===== config.mk =====
export PLATFORM = sky130hd
export DESIGN_NAME = serial_interface
export DESIGN_NICKNAME = d
export VERILOG_FILES = /design/src/hdl/serial_interface_pkg.sv /design/src/hdl/serial_interface.sv
export SDC_FILE = /design/constraint.sdc
export NUM_CORES = 1
export LEC_CHECK = 0
export BUFFER_PORTS_ARGS = -buffer_cell sky130_fd_sc_hd__buf_2
export CORE_MARGIN = 4
export CORE_UTILIZATION = 44
export CTS_BUF_LIST = sky130_fd_sc_hd__clkbuf_16
export DETAILED_ROUTE_END_ITERATION = 8
export GPL_TIMING_DRIVEN = 0
export SYNTH_ARGS = -nofsm -noshare
export SYNTH_HDL_FRONTEND = slang
export SYNTH_SLANG_ARGS = --single-unit

===== constraint.sdc =====
create_clock -name CLK_IN -period 4.45 [get_ports CLK_IN]
set_clock_uncertainty 0.05 [all_clocks]
set_input_delay 0.6675 -clock CLK_IN [delete_from_list [all_inputs] [get_ports CLK_IN]]
set_output_delay 0.6675 -clock CLK_IN [all_outputs]
set_load 0.03 [all_outputs]

===== src/hdl/serial_interface_pkg.sv =====
// Constants, register map and state types of the serial interface
package serial_interface_pkg;
    localparam int ADDR_W = 8;
    localparam int DATA_W = 8;
    localparam logic [7:0] ADDR_RATE = 8'h0D;
    localparam logic [7:0] ADDR_CTRL1 = 8'h0E;
    localparam logic [7:0] ADDR_CTRL2 = 8'h0F;
    localparam logic [7:0] ADDR_STATUS = 8'h10;
    localparam logic [7:0] ADDR_DATA = 8'h11;
    // control_register_one fields
    localparam int C1_R8 = 7;
    localparam int C1_T8 = 6;
    localparam int C1_M = 4;
    localparam int C1_WAKE = 3;
    localparam int C1_CPOL = 2;
    localparam int C1_CPHA = 1;
    localparam int C1_LBCL = 0;
    // control_register_two fields
    localparam int C2_TIE = 7;
    localparam int C2_COMPLETE_INTERRUPT_ENABLE = 6;
    localparam int C2_RIE = 5;
    localparam int C2_ILIE = 4;
    localparam int C2_TE = 3;
    localparam int C2_RE = 2;
    localparam int C2_SLEEP = 1;
    localparam int C2_BRK = 0;
    // status_register fields
    localparam int S_TRANSMIT_EMPTY_FLAG = 7;
    localparam int S_TC = 6;
    localparam int S_RECEIVE_FULL_FLAG = 5;
    localparam int S_IDLE = 4;
    localparam int S_OR = 3;
    localparam int S_NF = 2;
    localparam int S_FE = 1;
    // Rate register: prescaler [7:6], transmit [5:3], receive [2:0]
    localparam int RATE_PRE_LSB = 6;
    localparam int RATE_TX_LSB = 3;
    localparam int RATE_RX_LSB = 0;
    localparam logic [7:0] PRE_DIV0 = 8'h01;
    localparam logic [7:0] PRE_DIV1 = 8'h03;
    localparam logic [7:0] PRE_DIV2 = 8'h04;
    localparam logic [7:0] PRE_DIV3 = 8'h0D;
    localparam logic [3:0] RT_LAST = 4'hF;
    // Vote samples at 8, 9 and 10 RT; 1 RT is count zero
    localparam logic [3:0] SAMPLE_A = 4'h7;
    localparam logic [3:0] SAMPLE_B = 4'h8;
    localparam logic [3:0] SAMPLE_C = 4'h9;
    localparam logic [3:0] DATA_BITS_8 = 4'h8;
    localparam logic [3:0] DATA_BITS_9 = 4'h9;
    localparam logic [7:0] IDLE_RT_8 = 8'hA0;
    localparam logic [7:0] IDLE_RT_9 = 8'hB0;
    localparam logic [7:0] RESET_CTRL = 8'h00;
    localparam logic [7:0] RESET_RATE = 8'h00;
    typedef enum logic [0:0] {RX_WAIT, RX_FRAME} rx_state_e;
    typedef enum logic [0:0] {TX_IDLE, TX_SHIFT} tx_state_e;
endpackage


===== src/hdl/serial_interface.sv =====
// Full-duplex asynchronous serial interface with wake-up and sync clock
//
// The implementer's own choices: the address map and the strobed register port.
`timescale 1ns/1ns
module serial_interface
    import serial_interface_pkg::*;
(
    input wire logic CLK_IN,
    input wire logic RST_B_IN,
    input wire logic [ADDR_W-1:0] ADDR_IN,
    input wire logic [DATA_W-1:0] WDATA_IN,
    input wire logic WR_IN,
    input wire logic RD_IN,
    output logic [DATA_W-1:0] RDATA_OUT,
    output logic IRQ_OUT,
    input wire logic RXD_IN,
    output logic TXD_OUT,
    output logic TXD_OE_OUT,
    output logic SCLK_OUT,
    output logic SCLK_OE_OUT
);
    function automatic logic [7:0] sel_limit(input logic [2:0] sel);
        sel_limit = 8'((9'h001 << sel) - 9'h001);
    endfunction

    function automatic logic vote(input logic a, input logic b,
                                  input logic c);
        vote = (a & b) | (a & c) | (b & c);
    endfunction

    logic [7:0] rate, ctrl1, ctrl2;
    logic [7:0] tx_hold;
    logic transmit_empty_flag, tc, receive_full_flag, idle_flag, ovr, noise, frame_err;
    logic status_seen;
    logic [8:0] rx_data;
    logic rx_meta, rx_s;
    logic [7:0] pre_cnt, rxd_cnt, txd_cnt;
    logic pre_tick, rx_tick, tx16_tick;
    rx_state_e rx_state;
    tx_state_e tx_state;
    logic [3:0] rt_cnt, rx_bit;
    logic [1:0] samp;
    logic [8:0] rx_sh;
    logic rx_noisy, rx_all_zero, char_seen;
    logic [7:0] ones_cnt;
    logic [3:0] tx_phase, tx_left, tx_num;
    logic [10:0] tx_sh;
    logic tx_is_data, preamble_pend, te_d;

    wire te = ctrl2[C2_TE];
    wire re = ctrl2[C2_RE];
    wire sleep = ctrl2[C2_SLEEP];
    wire nine = ctrl1[C1_M];
    wire [3:0] nbits = nine ? DATA_BITS_9 : DATA_BITS_8;
    wire [7:0] idle_rt = nine ? IDLE_RT_9 : IDLE_RT_8;
    wire wr_data = WR_IN && ADDR_IN == ADDR_DATA;
    wire rd_data = RD_IN && ADDR_IN == ADDR_DATA;
    wire rd_stat = RD_IN && ADDR_IN == ADDR_STATUS;
    wire [7:0] status = {transmit_empty_flag, tc, receive_full_flag, idle_flag, ovr, noise, frame_err,
                         1'b0};
    wire [1:0] pre_sel = rate[RATE_PRE_LSB +: 2];
    wire [7:0] pre_lim = pre_sel == 2'h0 ? PRE_DIV0 :
                         pre_sel == 2'h1 ? PRE_DIV1 :
                         pre_sel == 2'h2 ? PRE_DIV2 : PRE_DIV3;

    // Register read mux
    wire [7:0] rd_mux =
        ADDR_IN == ADDR_RATE ? rate :
        ADDR_IN == ADDR_CTRL1 ? {rx_data[8], ctrl1[6:0]} :
        ADDR_IN == ADDR_CTRL2 ? ctrl2 :
        ADDR_IN == ADDR_STATUS ? status :
        ADDR_IN == ADDR_DATA ? rx_data[7:0] : 8'h00;

    // Receiver frame decode
    wire rx_at_c = rx_state == RX_FRAME && rx_tick && rt_cnt == SAMPLE_C;
    wire rx_v = vote(samp[1], samp[0], rx_s);
    wire rx_dis = (samp[1] != samp[0]) || (samp[0] != rx_s);
    wire rx_stop = rx_at_c && rx_bit == nbits + 4'h1;
    wire [8:0] rx_word = nine ? rx_sh : {1'b0, rx_sh[8:1]};
    wire addr_mark = nine ? rx_sh[8] : rx_sh[8];
    wire am_wake = rx_stop && sleep && ctrl1[C1_WAKE] && addr_mark;
    wire rx_done = rx_stop && (!sleep || am_wake);
    wire idle_hit = rx_state == RX_WAIT && rx_tick && rx_s
                    && ones_cnt == idle_rt - 8'h01;
    wire idle_wake = idle_hit && sleep && !ctrl1[C1_WAKE];
    wire clr_rx = rd_data && status_seen;

    // Transmitter frame decode
    wire tx_bit_tick = tx16_tick && tx_phase == RT_LAST;
    wire tx_start = tx_state == TX_IDLE && tx_bit_tick;
    wire start_pre = tx_start && te && preamble_pend;
    wire start_dat = tx_start && te && !preamble_pend && !transmit_empty_flag;
    wire start_brk = tx_start && te && !preamble_pend && transmit_empty_flag
                     && ctrl2[C2_BRK];
    wire tx_end = tx_state == TX_SHIFT && tx_bit_tick && tx_left == 4'h1;
    wire pending = te && (preamble_pend || !transmit_empty_flag || ctrl2[C2_BRK]);
    wire [3:0] clk_last = ctrl1[C1_LBCL] ? nbits : nbits - 4'h1;
    wire sclk_on = tx_state == TX_SHIFT && tx_is_data
                   && tx_num >= 4'h1 && tx_num <= clk_last;
    wire sclk_half = ctrl1[C1_CPHA] ? ~tx_phase[3] : tx_phase[3];
    wire irq_next = (ctrl2[C2_TIE] && transmit_empty_flag) || (ctrl2[C2_COMPLETE_INTERRUPT_ENABLE] && tc)
                    || (ctrl2[C2_RIE] && (receive_full_flag || ovr))
                    || (ctrl2[C2_ILIE] && idle_flag);

    // Bus slave
    always_ff @(posedge CLK_IN)
    begin
        if (!RST_B_IN)
        begin
            rate <= RESET_RATE;
            ctrl1 <= RESET_CTRL;
            ctrl2 <= RESET_CTRL;
            tx_hold <= 8'h00;
            RDATA_OUT <= 8'h00;
            status_seen <= 1'b0;
        end
        else
        begin
            // relied on: rate written only while both disabled
            if (WR_IN && ADDR_IN == ADDR_RATE)
                rate <= WDATA_IN;
            if (WR_IN && ADDR_IN == ADDR_CTRL1)
                ctrl1 <= WDATA_IN;
            // hardware wake clears sleep; software write also can
            if (WR_IN && ADDR_IN == ADDR_CTRL2)
                ctrl2 <= WDATA_IN;
            else if (am_wake || idle_wake)
                ctrl2[C2_SLEEP] <= 1'b0;
            if (wr_data)
                tx_hold <= WDATA_IN;
            RDATA_OUT <= RD_IN ? rd_mux : 8'h00;
            if (rd_stat)
                status_seen <= 1'b1;
            else if (rd_data)
                status_seen <= 1'b0;
        end
    end

    always_ff @(posedge CLK_IN)
    begin
        if (!RST_B_IN)
        begin
            pre_cnt <= 8'h00;
            rxd_cnt <= 8'h00;
            txd_cnt <= 8'h00;
            pre_tick <= 1'b0;
            rx_tick <= 1'b0;
            tx16_tick <= 1'b0;
        end
        else
        begin
            pre_tick <= pre_cnt >= pre_lim - 8'h01;
            pre_cnt <= pre_cnt >= pre_lim - 8'h01 ? 8'h00 : pre_cnt + 8'h01;
            rx_tick <= 1'b0;
            tx16_tick <= 1'b0;
            if (pre_tick)
            begin
                rx_tick <= rxd_cnt >= sel_limit(rate[RATE_RX_LSB +: 3]);
                tx16_tick <= txd_cnt >= sel_limit(rate[RATE_TX_LSB +: 3]);
                rxd_cnt <= rxd_cnt >= sel_limit(rate[RATE_RX_LSB +: 3]) ?
                           8'h00 : rxd_cnt + 8'h01;
                txd_cnt <= txd_cnt >= sel_limit(rate[RATE_TX_LSB +: 3]) ?
                           8'h00 : txd_cnt + 8'h01;
            end
        end
    end

    // Pin synchroniser; only rx_s is read by logic
    always_ff @(posedge CLK_IN)
    begin
        if (!RST_B_IN)
        begin
            rx_meta <= 1'b1;
            rx_s <= 1'b1;
        end
        else
        begin
            rx_meta <= RXD_IN;
            rx_s <= rx_meta;
        end
    end

    // Receiver at sixteen ticks per bit
    always_ff @(posedge CLK_IN)
    begin
        if (!RST_B_IN || !re)
        begin
            rx_state <= RX_WAIT;
            rt_cnt <= 4'h0;
            rx_bit <= 4'h0;
            samp <= 2'h0;
            rx_sh <= 9'h000;
            rx_noisy <= 1'b0;
            rx_all_zero <= 1'b0;
            ones_cnt <= 8'h00;
        end
        else if (rx_tick)
        begin
            case (rx_state)
                RX_WAIT:
                begin
                    ones_cnt <= rx_s && ones_cnt != idle_rt ?
                                ones_cnt + 8'h01 : (rx_s ? ones_cnt : 8'h00);
                    if (!rx_s)
                    begin
                        rx_state <= RX_FRAME;
                        rt_cnt <= 4'h1;
                        rx_bit <= 4'h0;
                        rx_noisy <= 1'b0;
                        rx_all_zero <= 1'b1;
                    end
                end
                RX_FRAME:
                begin
                    ones_cnt <= 8'h00;
                    rt_cnt <= rt_cnt + 4'h1;
                    if (rt_cnt == SAMPLE_A || rt_cnt == SAMPLE_B)
                        samp <= {samp[0], rx_s};
                    if (rt_cnt == SAMPLE_C)
                    begin
                        rx_noisy <= rx_noisy | rx_dis;
                        rx_all_zero <= rx_all_zero & !rx_v;
                        if (rx_bit == 4'h0 && rx_v)
                            rx_state <= RX_WAIT;
                        else if (rx_bit == nbits + 4'h1)
                            rx_state <= RX_WAIT;
                        else if (rx_bit != 4'h0)
                            rx_sh <= {rx_v, rx_sh[8:1]};
                        rx_bit <= rx_bit + 4'h1;
                    end
                end
                default:
                    rx_state <= RX_WAIT;
            endcase
        end
    end

    // Receive flags; a hardware set beats a same-cycle clear
    always_ff @(posedge CLK_IN)
    begin
        if (!RST_B_IN)
        begin
            rx_data <= 9'h000;
            receive_full_flag <= 1'b0;
            idle_flag <= 1'b0;
            ovr <= 1'b0;
            noise <= 1'b0;
            frame_err <= 1'b0;
            char_seen <= 1'b0;
        end
        else
        begin
            if (clr_rx)
            begin
                receive_full_flag <= 1'b0;
                idle_flag <= 1'b0;
                ovr <= 1'b0;
                noise <= 1'b0;
                frame_err <= 1'b0;
            end
            if (rx_done)
            begin
                char_seen <= 1'b1;
                if (receive_full_flag && !clr_rx)
                    ovr <= 1'b1;
                else
                begin
                    rx_data <= rx_word;
                    receive_full_flag <= 1'b1;
                    noise <= rx_noisy | rx_dis;
                    // break gives framing error with zero data
                    frame_err <= !rx_v || (rx_all_zero && !rx_v);
                end
            end
            if (idle_hit && !sleep && char_seen)
            begin
                idle_flag <= 1'b1;
                char_seen <= 1'b0;
            end
        end
    end

    // Transmitter; sixteen tx16 ticks per bit
    always_ff @(posedge CLK_IN)
    begin
        if (!RST_B_IN)
        begin
            tx_state <= TX_IDLE;
            tx_phase <= 4'h0;
            tx_left <= 4'h0;
            tx_num <= 4'h0;
            tx_sh <= 11'h7FF;
            tx_is_data <= 1'b0;
            preamble_pend <= 1'b0;
            te_d <= 1'b0;
            transmit_empty_flag <= 1'b1;
            tc <= 1'b1;
        end
        else
        begin
            te_d <= te;
            if (tx16_tick)
                tx_phase <= tx_phase + 4'h1;
            if (te && !te_d)
                preamble_pend <= 1'b1;
            if (wr_data)
            begin
                transmit_empty_flag <= 1'b0;
                tc <= 1'b0;
            end
            case (tx_state)
                TX_IDLE:
                    if (start_pre || start_dat || start_brk)
                    begin
                        tx_state <= TX_SHIFT;
                        tx_num <= 4'h0;
                        tx_left <= nbits + 4'h2;
                        tx_is_data <= start_dat;
                        tc <= 1'b0;
                        if (start_pre)
                        begin
                            preamble_pend <= 1'b0;
                            tx_sh <= 11'h7FF;
                        end
                        // break is a full frame of zeros
                        else if (start_brk)
                            tx_sh <= 11'h000;
                        // load frame and mark holding empty
                        else
                        begin
                            tx_sh <= nine ?
                                {1'b1, ctrl1[C1_T8], tx_hold, 1'b0} :
                                {2'b11, tx_hold, 1'b0};
                            transmit_empty_flag <= 1'b1;
                        end
                    end
                    // disabled with empty shifter shows complete
                    else if (!te)
                        tc <= 1'b1;
                TX_SHIFT:
                    // frame runs to the end even if disabled
                    if (tx_bit_tick)
                    begin
                        tx_sh <= {1'b1, tx_sh[10:1]};
                        tx_num <= tx_num + 4'h1;
                        tx_left <= tx_left - 4'h1;
                        if (tx_end)
                        begin
                            tx_state <= TX_IDLE;
                            if (!pending)
                                tc <= 1'b1;
                        end
                    end
                default:
                    tx_state <= TX_IDLE;
            endcase
        end
    end

    // Pin drivers
    always_ff @(posedge CLK_IN)
    begin
        if (!RST_B_IN)
        begin
            TXD_OUT <= 1'b1;
            TXD_OE_OUT <= 1'b0;
            SCLK_OUT <= 1'b0;
            SCLK_OE_OUT <= 1'b0;
            IRQ_OUT <= 1'b0;
        end
        else
        begin
            TXD_OUT <= tx_state == TX_SHIFT ? tx_sh[0] : 1'b1;
            // release pins only when idle and disabled
            TXD_OE_OUT <= te || tx_state == TX_SHIFT;
            SCLK_OE_OUT <= te || tx_state == TX_SHIFT;
            SCLK_OUT <= ctrl1[C1_CPOL] ^ (sclk_on & sclk_half);
            IRQ_OUT <= irq_next;
        end
    end
endmodule


==> flow_summary.ini, run 1 <==
[power]
internal_power_mw = 2.095
seqPwrFrac = 0.490
p_leak_nw = 3.115
power_switching_share = 0.2243
power.net_switching_uw = 606.0
power.total_mw = 2.701
clkPwrFrac = 0.477
comb_power_share = 0.034
ir_drop_mv = 0.2760
p_per_area_mw_per_mm2 = 341.8

[logic_synthesis]
synth_edf_count = 0
ys_seq_area_frac = 0.4207
syn_inst = 790
yosysWarningCount = 0
synth_top_family_by_area = simple AND/OR/NAND/NOR gates
synth_compound_area_frac = 0.1392
synthAdderAreaFrac = 0.08104
synth_mux_area_frac = 0.07347
synth_xor_area_frac = 0.04034
async_reset_ff_frac = 0
synth-seq-cells = 146
synth-simple-area-share = 0.2035
yosys_most_used_dff = dfxtp_1
synth_area_mm2 = 0.006948
syn_avg_cell_area_um2 = 8.795
yosys.cell_types.count = 68

[floorplan]
die_w_um = 133.7
die_h_um = 133.7
start_util = 0.4537
core_area_mm2 = 0.01531
die-area_mm2 = 0.01787
rows = 45
top_level_ports = 34

[global_routing]
grt_use_met1 = 0.2572
track_usage = 0.1920
grt.overflow.total = 0
busiest_layer = met2
grt_pass1_vias = 5604
grt_util_met3 = 0.04230
grt_max_degree = 17
antenna_found_initial = 1
grt_pass1_wl_mm = 27.61
grt_use_met2 = 0.3078

[setup_path]
start_kind = flop
worstSetupPathType = reg -> reg
endpoint = txd_cnt[2]
required_ps = 4670
r2r_slack_ps = 1790
startpoint = rate[5]
critical_path.max_fanout = 9
crit_arrival_ps = 2880
regToRegEndpoint = txd_cnt[2]
end_kind = flop
timing.rr.start = rate[5]
rr_worst_depth = 8

[routing]
num_vias = 5698
dr.pass1.iters = 5
drc = 0
routed_via_density = 5.345
first_iter_violations = 288
wl_per_cell_um = 15.44
ant_nets = 0
wl_mm = 16.46

[flow_run]
drv_cap = 0

[timing]
fmax_mhz = 376.2
max_slew_margin = 0.3404
final_max_slew_viol_count = 0
period_share = 0.5973
setup_ws_ps = 1792
worst_pin_slew_ps = 981.1
rsz0062_at_grt = false
setup_viol = 0
hold_viol_final = 0
setup_tns_ps = 0
period_minus_slack_ps = 2658

[placement]
placed_area_mm2 = 0.007373
dp_hpwl_mm = 12.42
portBuffers = 30
place_worst_setup_slack_ps = 1774
gp_congestion = 0.8990

[cts]
cts_tree = built
cts_buffers = 17
postCtsResizedCells = 0
clk_latency_ps = 420
cts_root_buf = clkbuf_16
hold_buffers = 0
path_clk_slew_ps = 60
htree_levels = 4
clock_path_buffers = 2
cts.sinks = 146
postCtsSetupBuffers = 0

[cells_and_area]
drive_gt1_frac = 0.09006
multi_input_area_mm2 = 0.003754
fin_nets = 908
syn_to_final_growth_pct = 13.74
diodes = 0
fillers = 1508
fin_area_mm2 = 0.007903
register_area_mm2 = 0.002923

[worst_hold_path]
hp-class = reg -> reg

[run_status]
status = complete, no violations
-- per-stage QoR --
step / hold slack (ps) / util / cells
after floorplan: 336.3 / - / 793
after global placement: 343.7 / 0.4815 / 1034
after detailed placement: 343.6 / 0.4815 / 1034
after CTS: 357.7 / 0.5160 / 1066
after global routing: 368.3 / 0.5160 / 1066
final: 354.3 / 0.5160 / 1066
-- logic make-up after synthesis --
| family | count (synthesis) |
|---|---|
| simple gates | 294 |
| compound gates | 150 |
| flops | 146 |
| buf+inv | 70 |
| mux | 51 |
| fa+ha+maj | 45 |
| xor+xnor | 32 |
| other cells | 2 |
-- placed cells by master, fill, tap and decap left out, types with 3 or more instances in the layout --
cell type   Yosys  final
nor4_1          3      3
nor3b_1         3      3
buf_2           4     34
clkbuf_16       0     17
xnor2_1        11     11
conb_1          2      5
nor3_1         14     14
clkinvlp_4      0      4
mux2i_1        51     51
o22ai_1         4      4
a21o_1          3      3
inv_1          36     40
a211oi_1        8      8
or3_1           5      5
xor2_1         21     21
nand3b_1        7      7
dfxtp_1       146    146
nor2_1        118    118
clkinv_1        0      4
nand4_1         8      8
nand2_1        62     62
and3_1          3      3
nand3_1        33     33
ha_1           45     45
buf_1           7      7
nand2b_1        9      9
o31ai_1        11     11
o22a_1          6      6
a22oi_1        13     13
o21ai_0        23     23
nor2b_1         5      5
clkbuf_1       20     20
o211ai_1        4      4
nand3_2         3      3
a21oi_1        56     56
-- critical path, cell delays in order (launching register included) --
cell      delay [ps]
dfxtp_1          290
clkbuf_1         200
or3_1            360
ha_1             280
nand2b_1         100
a211oi_1          70
o221a_2          250
o31ai_1          780
nor2_1           120
-- cells in the mapped netlist (3+ instances only) --
library cell,n,share of area
a22oi_1,13,0.014
inv_1,36,0.019
buf_2,4,0.0029
nand2b_1,9,0.0081
o21ai_0,23,0.017
o22a_1,6,0.0076
nand3_2,3,0.0043
a211oi_1,8,0.0086
nor4_1,3,0.0027
or3_1,5,0.0045
nand3b_1,7,0.0076
nor2_1,118,0.064
ha_1,45,0.081
nand4_1,8,0.0072
xnor2_1,11,0.014
o211ai_1,4,0.0043
nand2_1,62,0.033
nor3_1,14,0.010
nand3_1,33,0.024
clkbuf_1,20,0.011
and3_1,3,0.0027
nor3b_1,3,0.0032
o31ai_1,11,0.012
o22ai_1,4,0.0036
mux2i_1,51,0.073
buf_1,7,0.0038
nor2b_1,5,0.0045
xor2_1,21,0.026
dfxtp_1,146,0.42
a21oi_1,56,0.040
a21o_1,3,0.0032
-- power by group through the flow --
stage                     Combinational [mW]  Sequential, mW  Clock, mW
after floorplan                       0.0557            1.35          0
final                                 0.0915            1.32       1.29
after CTS                             0.0913            1.32       1.31
after detailed placement              0.0908            1.35          0
after global routing                   0.102            1.32       1.38
after global placement                0.0885            1.35          0
-- routing by layer --
| metal | part of all wire | routed length, um |
|---|---|---|
| met5 | 0.00043 | 7 |
| met4 | 0.019 | 317 |
| met3 | 0.045 | 747 |
| met2 | 0.46 | 7502 |
| met1 | 0.48 | 7889 |
-- final cells by class --
class | count | area share
clock buffer | 17 | 0.05383
inverter | 36 | 0.01710
clock inverter | 15 | 0.01314
multi-input combinational | 577 | 0.4750
tap | 211 | 0.03341
sequential | 146 | 0.3699
buffer | 34 | 0.01868
timing repair buffer | 30 | 0.01900
-- worst min-delay path by stage --
stage / depth (start not counted) / start / to / slack, ps
CTS: 1 / rx_meta / rx_s / 360
finish: 1 / rx_meta / rx_s / 350
detailed placement: 1 / rx_meta / rx_s / 340
floorplan: 1 / rx_meta / rx_s / 340
global placement: 1 / rx_meta / rx_s / 340
global route: 1 / rx_meta / rx_s / 370
-- flip-flops by register name (all words and copies together), names as in the netlist, 2 cells and up --
signal     cells
tx_left        4
pre_cnt        8
rt_cnt         4
ctrl1          7
rx_bit         4
ones_cnt       8
tx_sh         11
rx_sh          9
RDATA_OUT      8
rx_data        9
samp           2
rxd_cnt        8
tx_phase       4
rate           8
tx_hold        8
txd_cnt        8
ctrl2          8
tx_num         4
Power figures use the tool's default switching activity.
==> run 2, diff against run 1 <==
ABC_AREA = 1   (was not set)
clock period = 2.5 ns   (was 4.45 ns; I/O delays follow)
==> run 2 against run 1 <==
  * Worst setup slack got worse by 1400 ps
  * Design area is 3.8% higher
  * Sequential share of layout area down 1.3 points
  * Area after synthesis rose by 3.3%
==> flow_summary.ini, run 2 <==
[routing]
ant_nets = 0
first_iter_violations = 315
routed_via_density = 4.911
num_vias = 6311
dr.pass1.iters = 5
wl_mm = 17.29
wl_per_cell_um = 13.45
drc = 0

[setup_path]
end_kind = flop
required_ps = 2800
crit_slowest_cell = dfxtp_1
worstSetupPathType = reg -> reg
critical_path.max_fanout = 10
timing.rr.start = ctrl1[4]
cpMostUsedCell = nand2_1
regToRegEndpoint = SCLK_OUT
crit_arrival_ps = 2420
rr_worst_depth = 12
startpoint = ctrl1[4]
path_cells = buf_2, inv_2, ha_1, inv_1, ha_1, a21oi_1, o21ai_0, o21ai_0, nand2_1, nand2_1, nand2_1, nor2_1
endpoint = SCLK_OUT
critPathMaxStageDelay_ps = 370
r2r_slack_ps = 380
start_kind = flop

[cells_and_area]
fin_util = 0.5144
final_cell_mix = 207 x nand2_1, 146 x dfxtp_1, 119 x inv_1
drive_gt1_frac = 0.09448
largest_register_ffs = 11
top_register = tx_sh
final_common_cell = nand2_1
top_regs = tx_sh: 11 flops, rx_data: 9 flops, rx_sh: 9 flops
diodes = 0
fin_area_mm2 = 0.008200
syn_to_final_growth_pct = 14.20
fin_cells = 1285
fin_nets = 1124

[logic_synthesis]
yosys_most_used_dff = dfxtp_1
async_reset_ff_frac = 0
yosys.cell_types.count = 40
ys_top_cells_by_count = 207 x nand2_1, 146 x dfxtp_1, 117 x inv_1
synth_area_mm2 = 0.007181
synthTopCellsByArea = dfxtp_1 41%, nand2_1 11%, ha_1 7.8%, inv_1 6.1%, nor2_1 6.0%
syn_inst = 1003
synth-seq-cells = 146
synth_top_area_cell = dfxtp_1
yosysWarningCount = 0
synth_edf_count = 0
synth_most_common_cell = nand2_1
syn_avg_cell_area_um2 = 7.159
synth_top_area_frac = 0.4070
ys_seq_area_frac = 0.4070

[cts]
path_clk_slew_ps = 60
postCtsSetupBuffers = 0
cts_tree = built
postCtsResizedCells = 0
clock_path_buffers = 2
hold_buffers = 0
cts.sinks = 146
cts_root_buf = clkbuf_16
htree_levels = 4
cts_buffers = 17
clk_latency_ps = 420

[timing]
hold_ws_ps = 116.7
setup_viol = 0
hold_viol_final = 0
setup_tns_ps = 0
fmax_mhz = 472.3
max_slew_margin = 0.5537
rsz0062_at_grt = false
period_share = 0.8469
worst_pin_slew_ps = 669.4
setup_ws_ps = 382.8
period_minus_slack_ps = 2117
final_max_slew_viol_count = 0

[worst_hold_path]
hp-class = in -> reg

[power]
ir_drop_mv = 0.5168
p_per_area_mw_per_mm2 = 612.1
p_leak_nw = 3.530
power.total_mw = 5.020

[global_routing]
grt.overflow.total = 0
track_usage = 0.1976
antenna_found_initial = 0
grt_pass1_vias = 5834
grt_pass1_wl_mm = 28.66
grt_max_degree = 17

[floorplan]
top_level_ports = 34
die_h_um = 135.8
start_util = 0.4504
die-area_mm2 = 0.01843
die_w_um = 135.8
core_area_mm2 = 0.01594
rows = 46

[placement]
portBuffers = 33
gp_congestion = 0.8909
place_worst_setup_slack_ps = 352.1
placed_area_mm2 = 0.007627
place_inst = 1255
dp_hpwl_mm = 12.90

[flow_run]
drv_cap = 0

[run_status]
status = complete, no violations
[run 2: logic make-up (layout without fill, tap and decap cells)]
logic type | after synthesis | count (layout) | synth area share
AOI/OAI and AO/OA | 178 | 178 | 0.1300
xor gates and xnor gates | 19 | 19 | 0.02317
adders and majority gates | 45 | 45 | 0.07841
buffers and inverters | 157 | 220 | 0.08660
DFF | 146 | 146 | 0.4070
muxes | 2 | 2 | 0.002788
other | 2 | 5 | 0.001046
and+or+nand+nor | 454 | 454 | 0.2710
[run 2: layout make-up]
type	instances	area, um^2
Fill cell	1625	7742
Multi-Input combinational cell	703	3647
Sequential cell	146	2923
Inverter	126	473.0
Clock buffer	17	425.4
Tap cell	216	270.3
Timing Repair Buffer	33	165.2
Buffer	31	148.9
Clock inverter	13	147.6
[run 2: where the power goes]
group	leakage (nW)	internal, mW	switching [mW]	total (mW)
logic	2.07	0.0508	0.116	0.166
registers	1.18	2.34	0.0125	2.35
clock network	0.282	1.54	0.959	2.50
total	3.53	3.93	1.09	5.02
[run 2: critical path, delay by kind of cell (launching register included)]
family	cells	cell delay [ps]
AO/OA/AOI/OAI	3	280
adder cells (fa/ha/maj)	2	480
buffers and inverters	3	550
flip-flops	1	370
AND/OR/NAND/NOR	4	310
[run 2: worst min path at each step]
stage,slack [ps],depth (start not counted),endpoint,startpoint
6_report,120,2,rx_meta,RXD_IN
5_1_grt,100,2,rx_meta,RXD_IN
2_1_floorplan,340,1,rx_s,rx_meta
4_1_cts,110,2,rx_meta,RXD_IN
3_5_place_dp,350,1,rx_s,rx_meta
3_3_place_gp,350,1,rx_s,rx_meta
[run 2: layer usage]
metal / global-route usage / up-vias / part of all wire / routed length (um)
met5: 0 / - / 0 / 0
met4: 0.06047 / 0 / 0.018 / 306
met3: 0.04458 / 24 / 0.042 / 729
met2: 0.3189 / 117 / 0.45 / 7781
met1: 0.2644 / 2824 / 0.49 / 8472
li1: - / 3346 / - / -
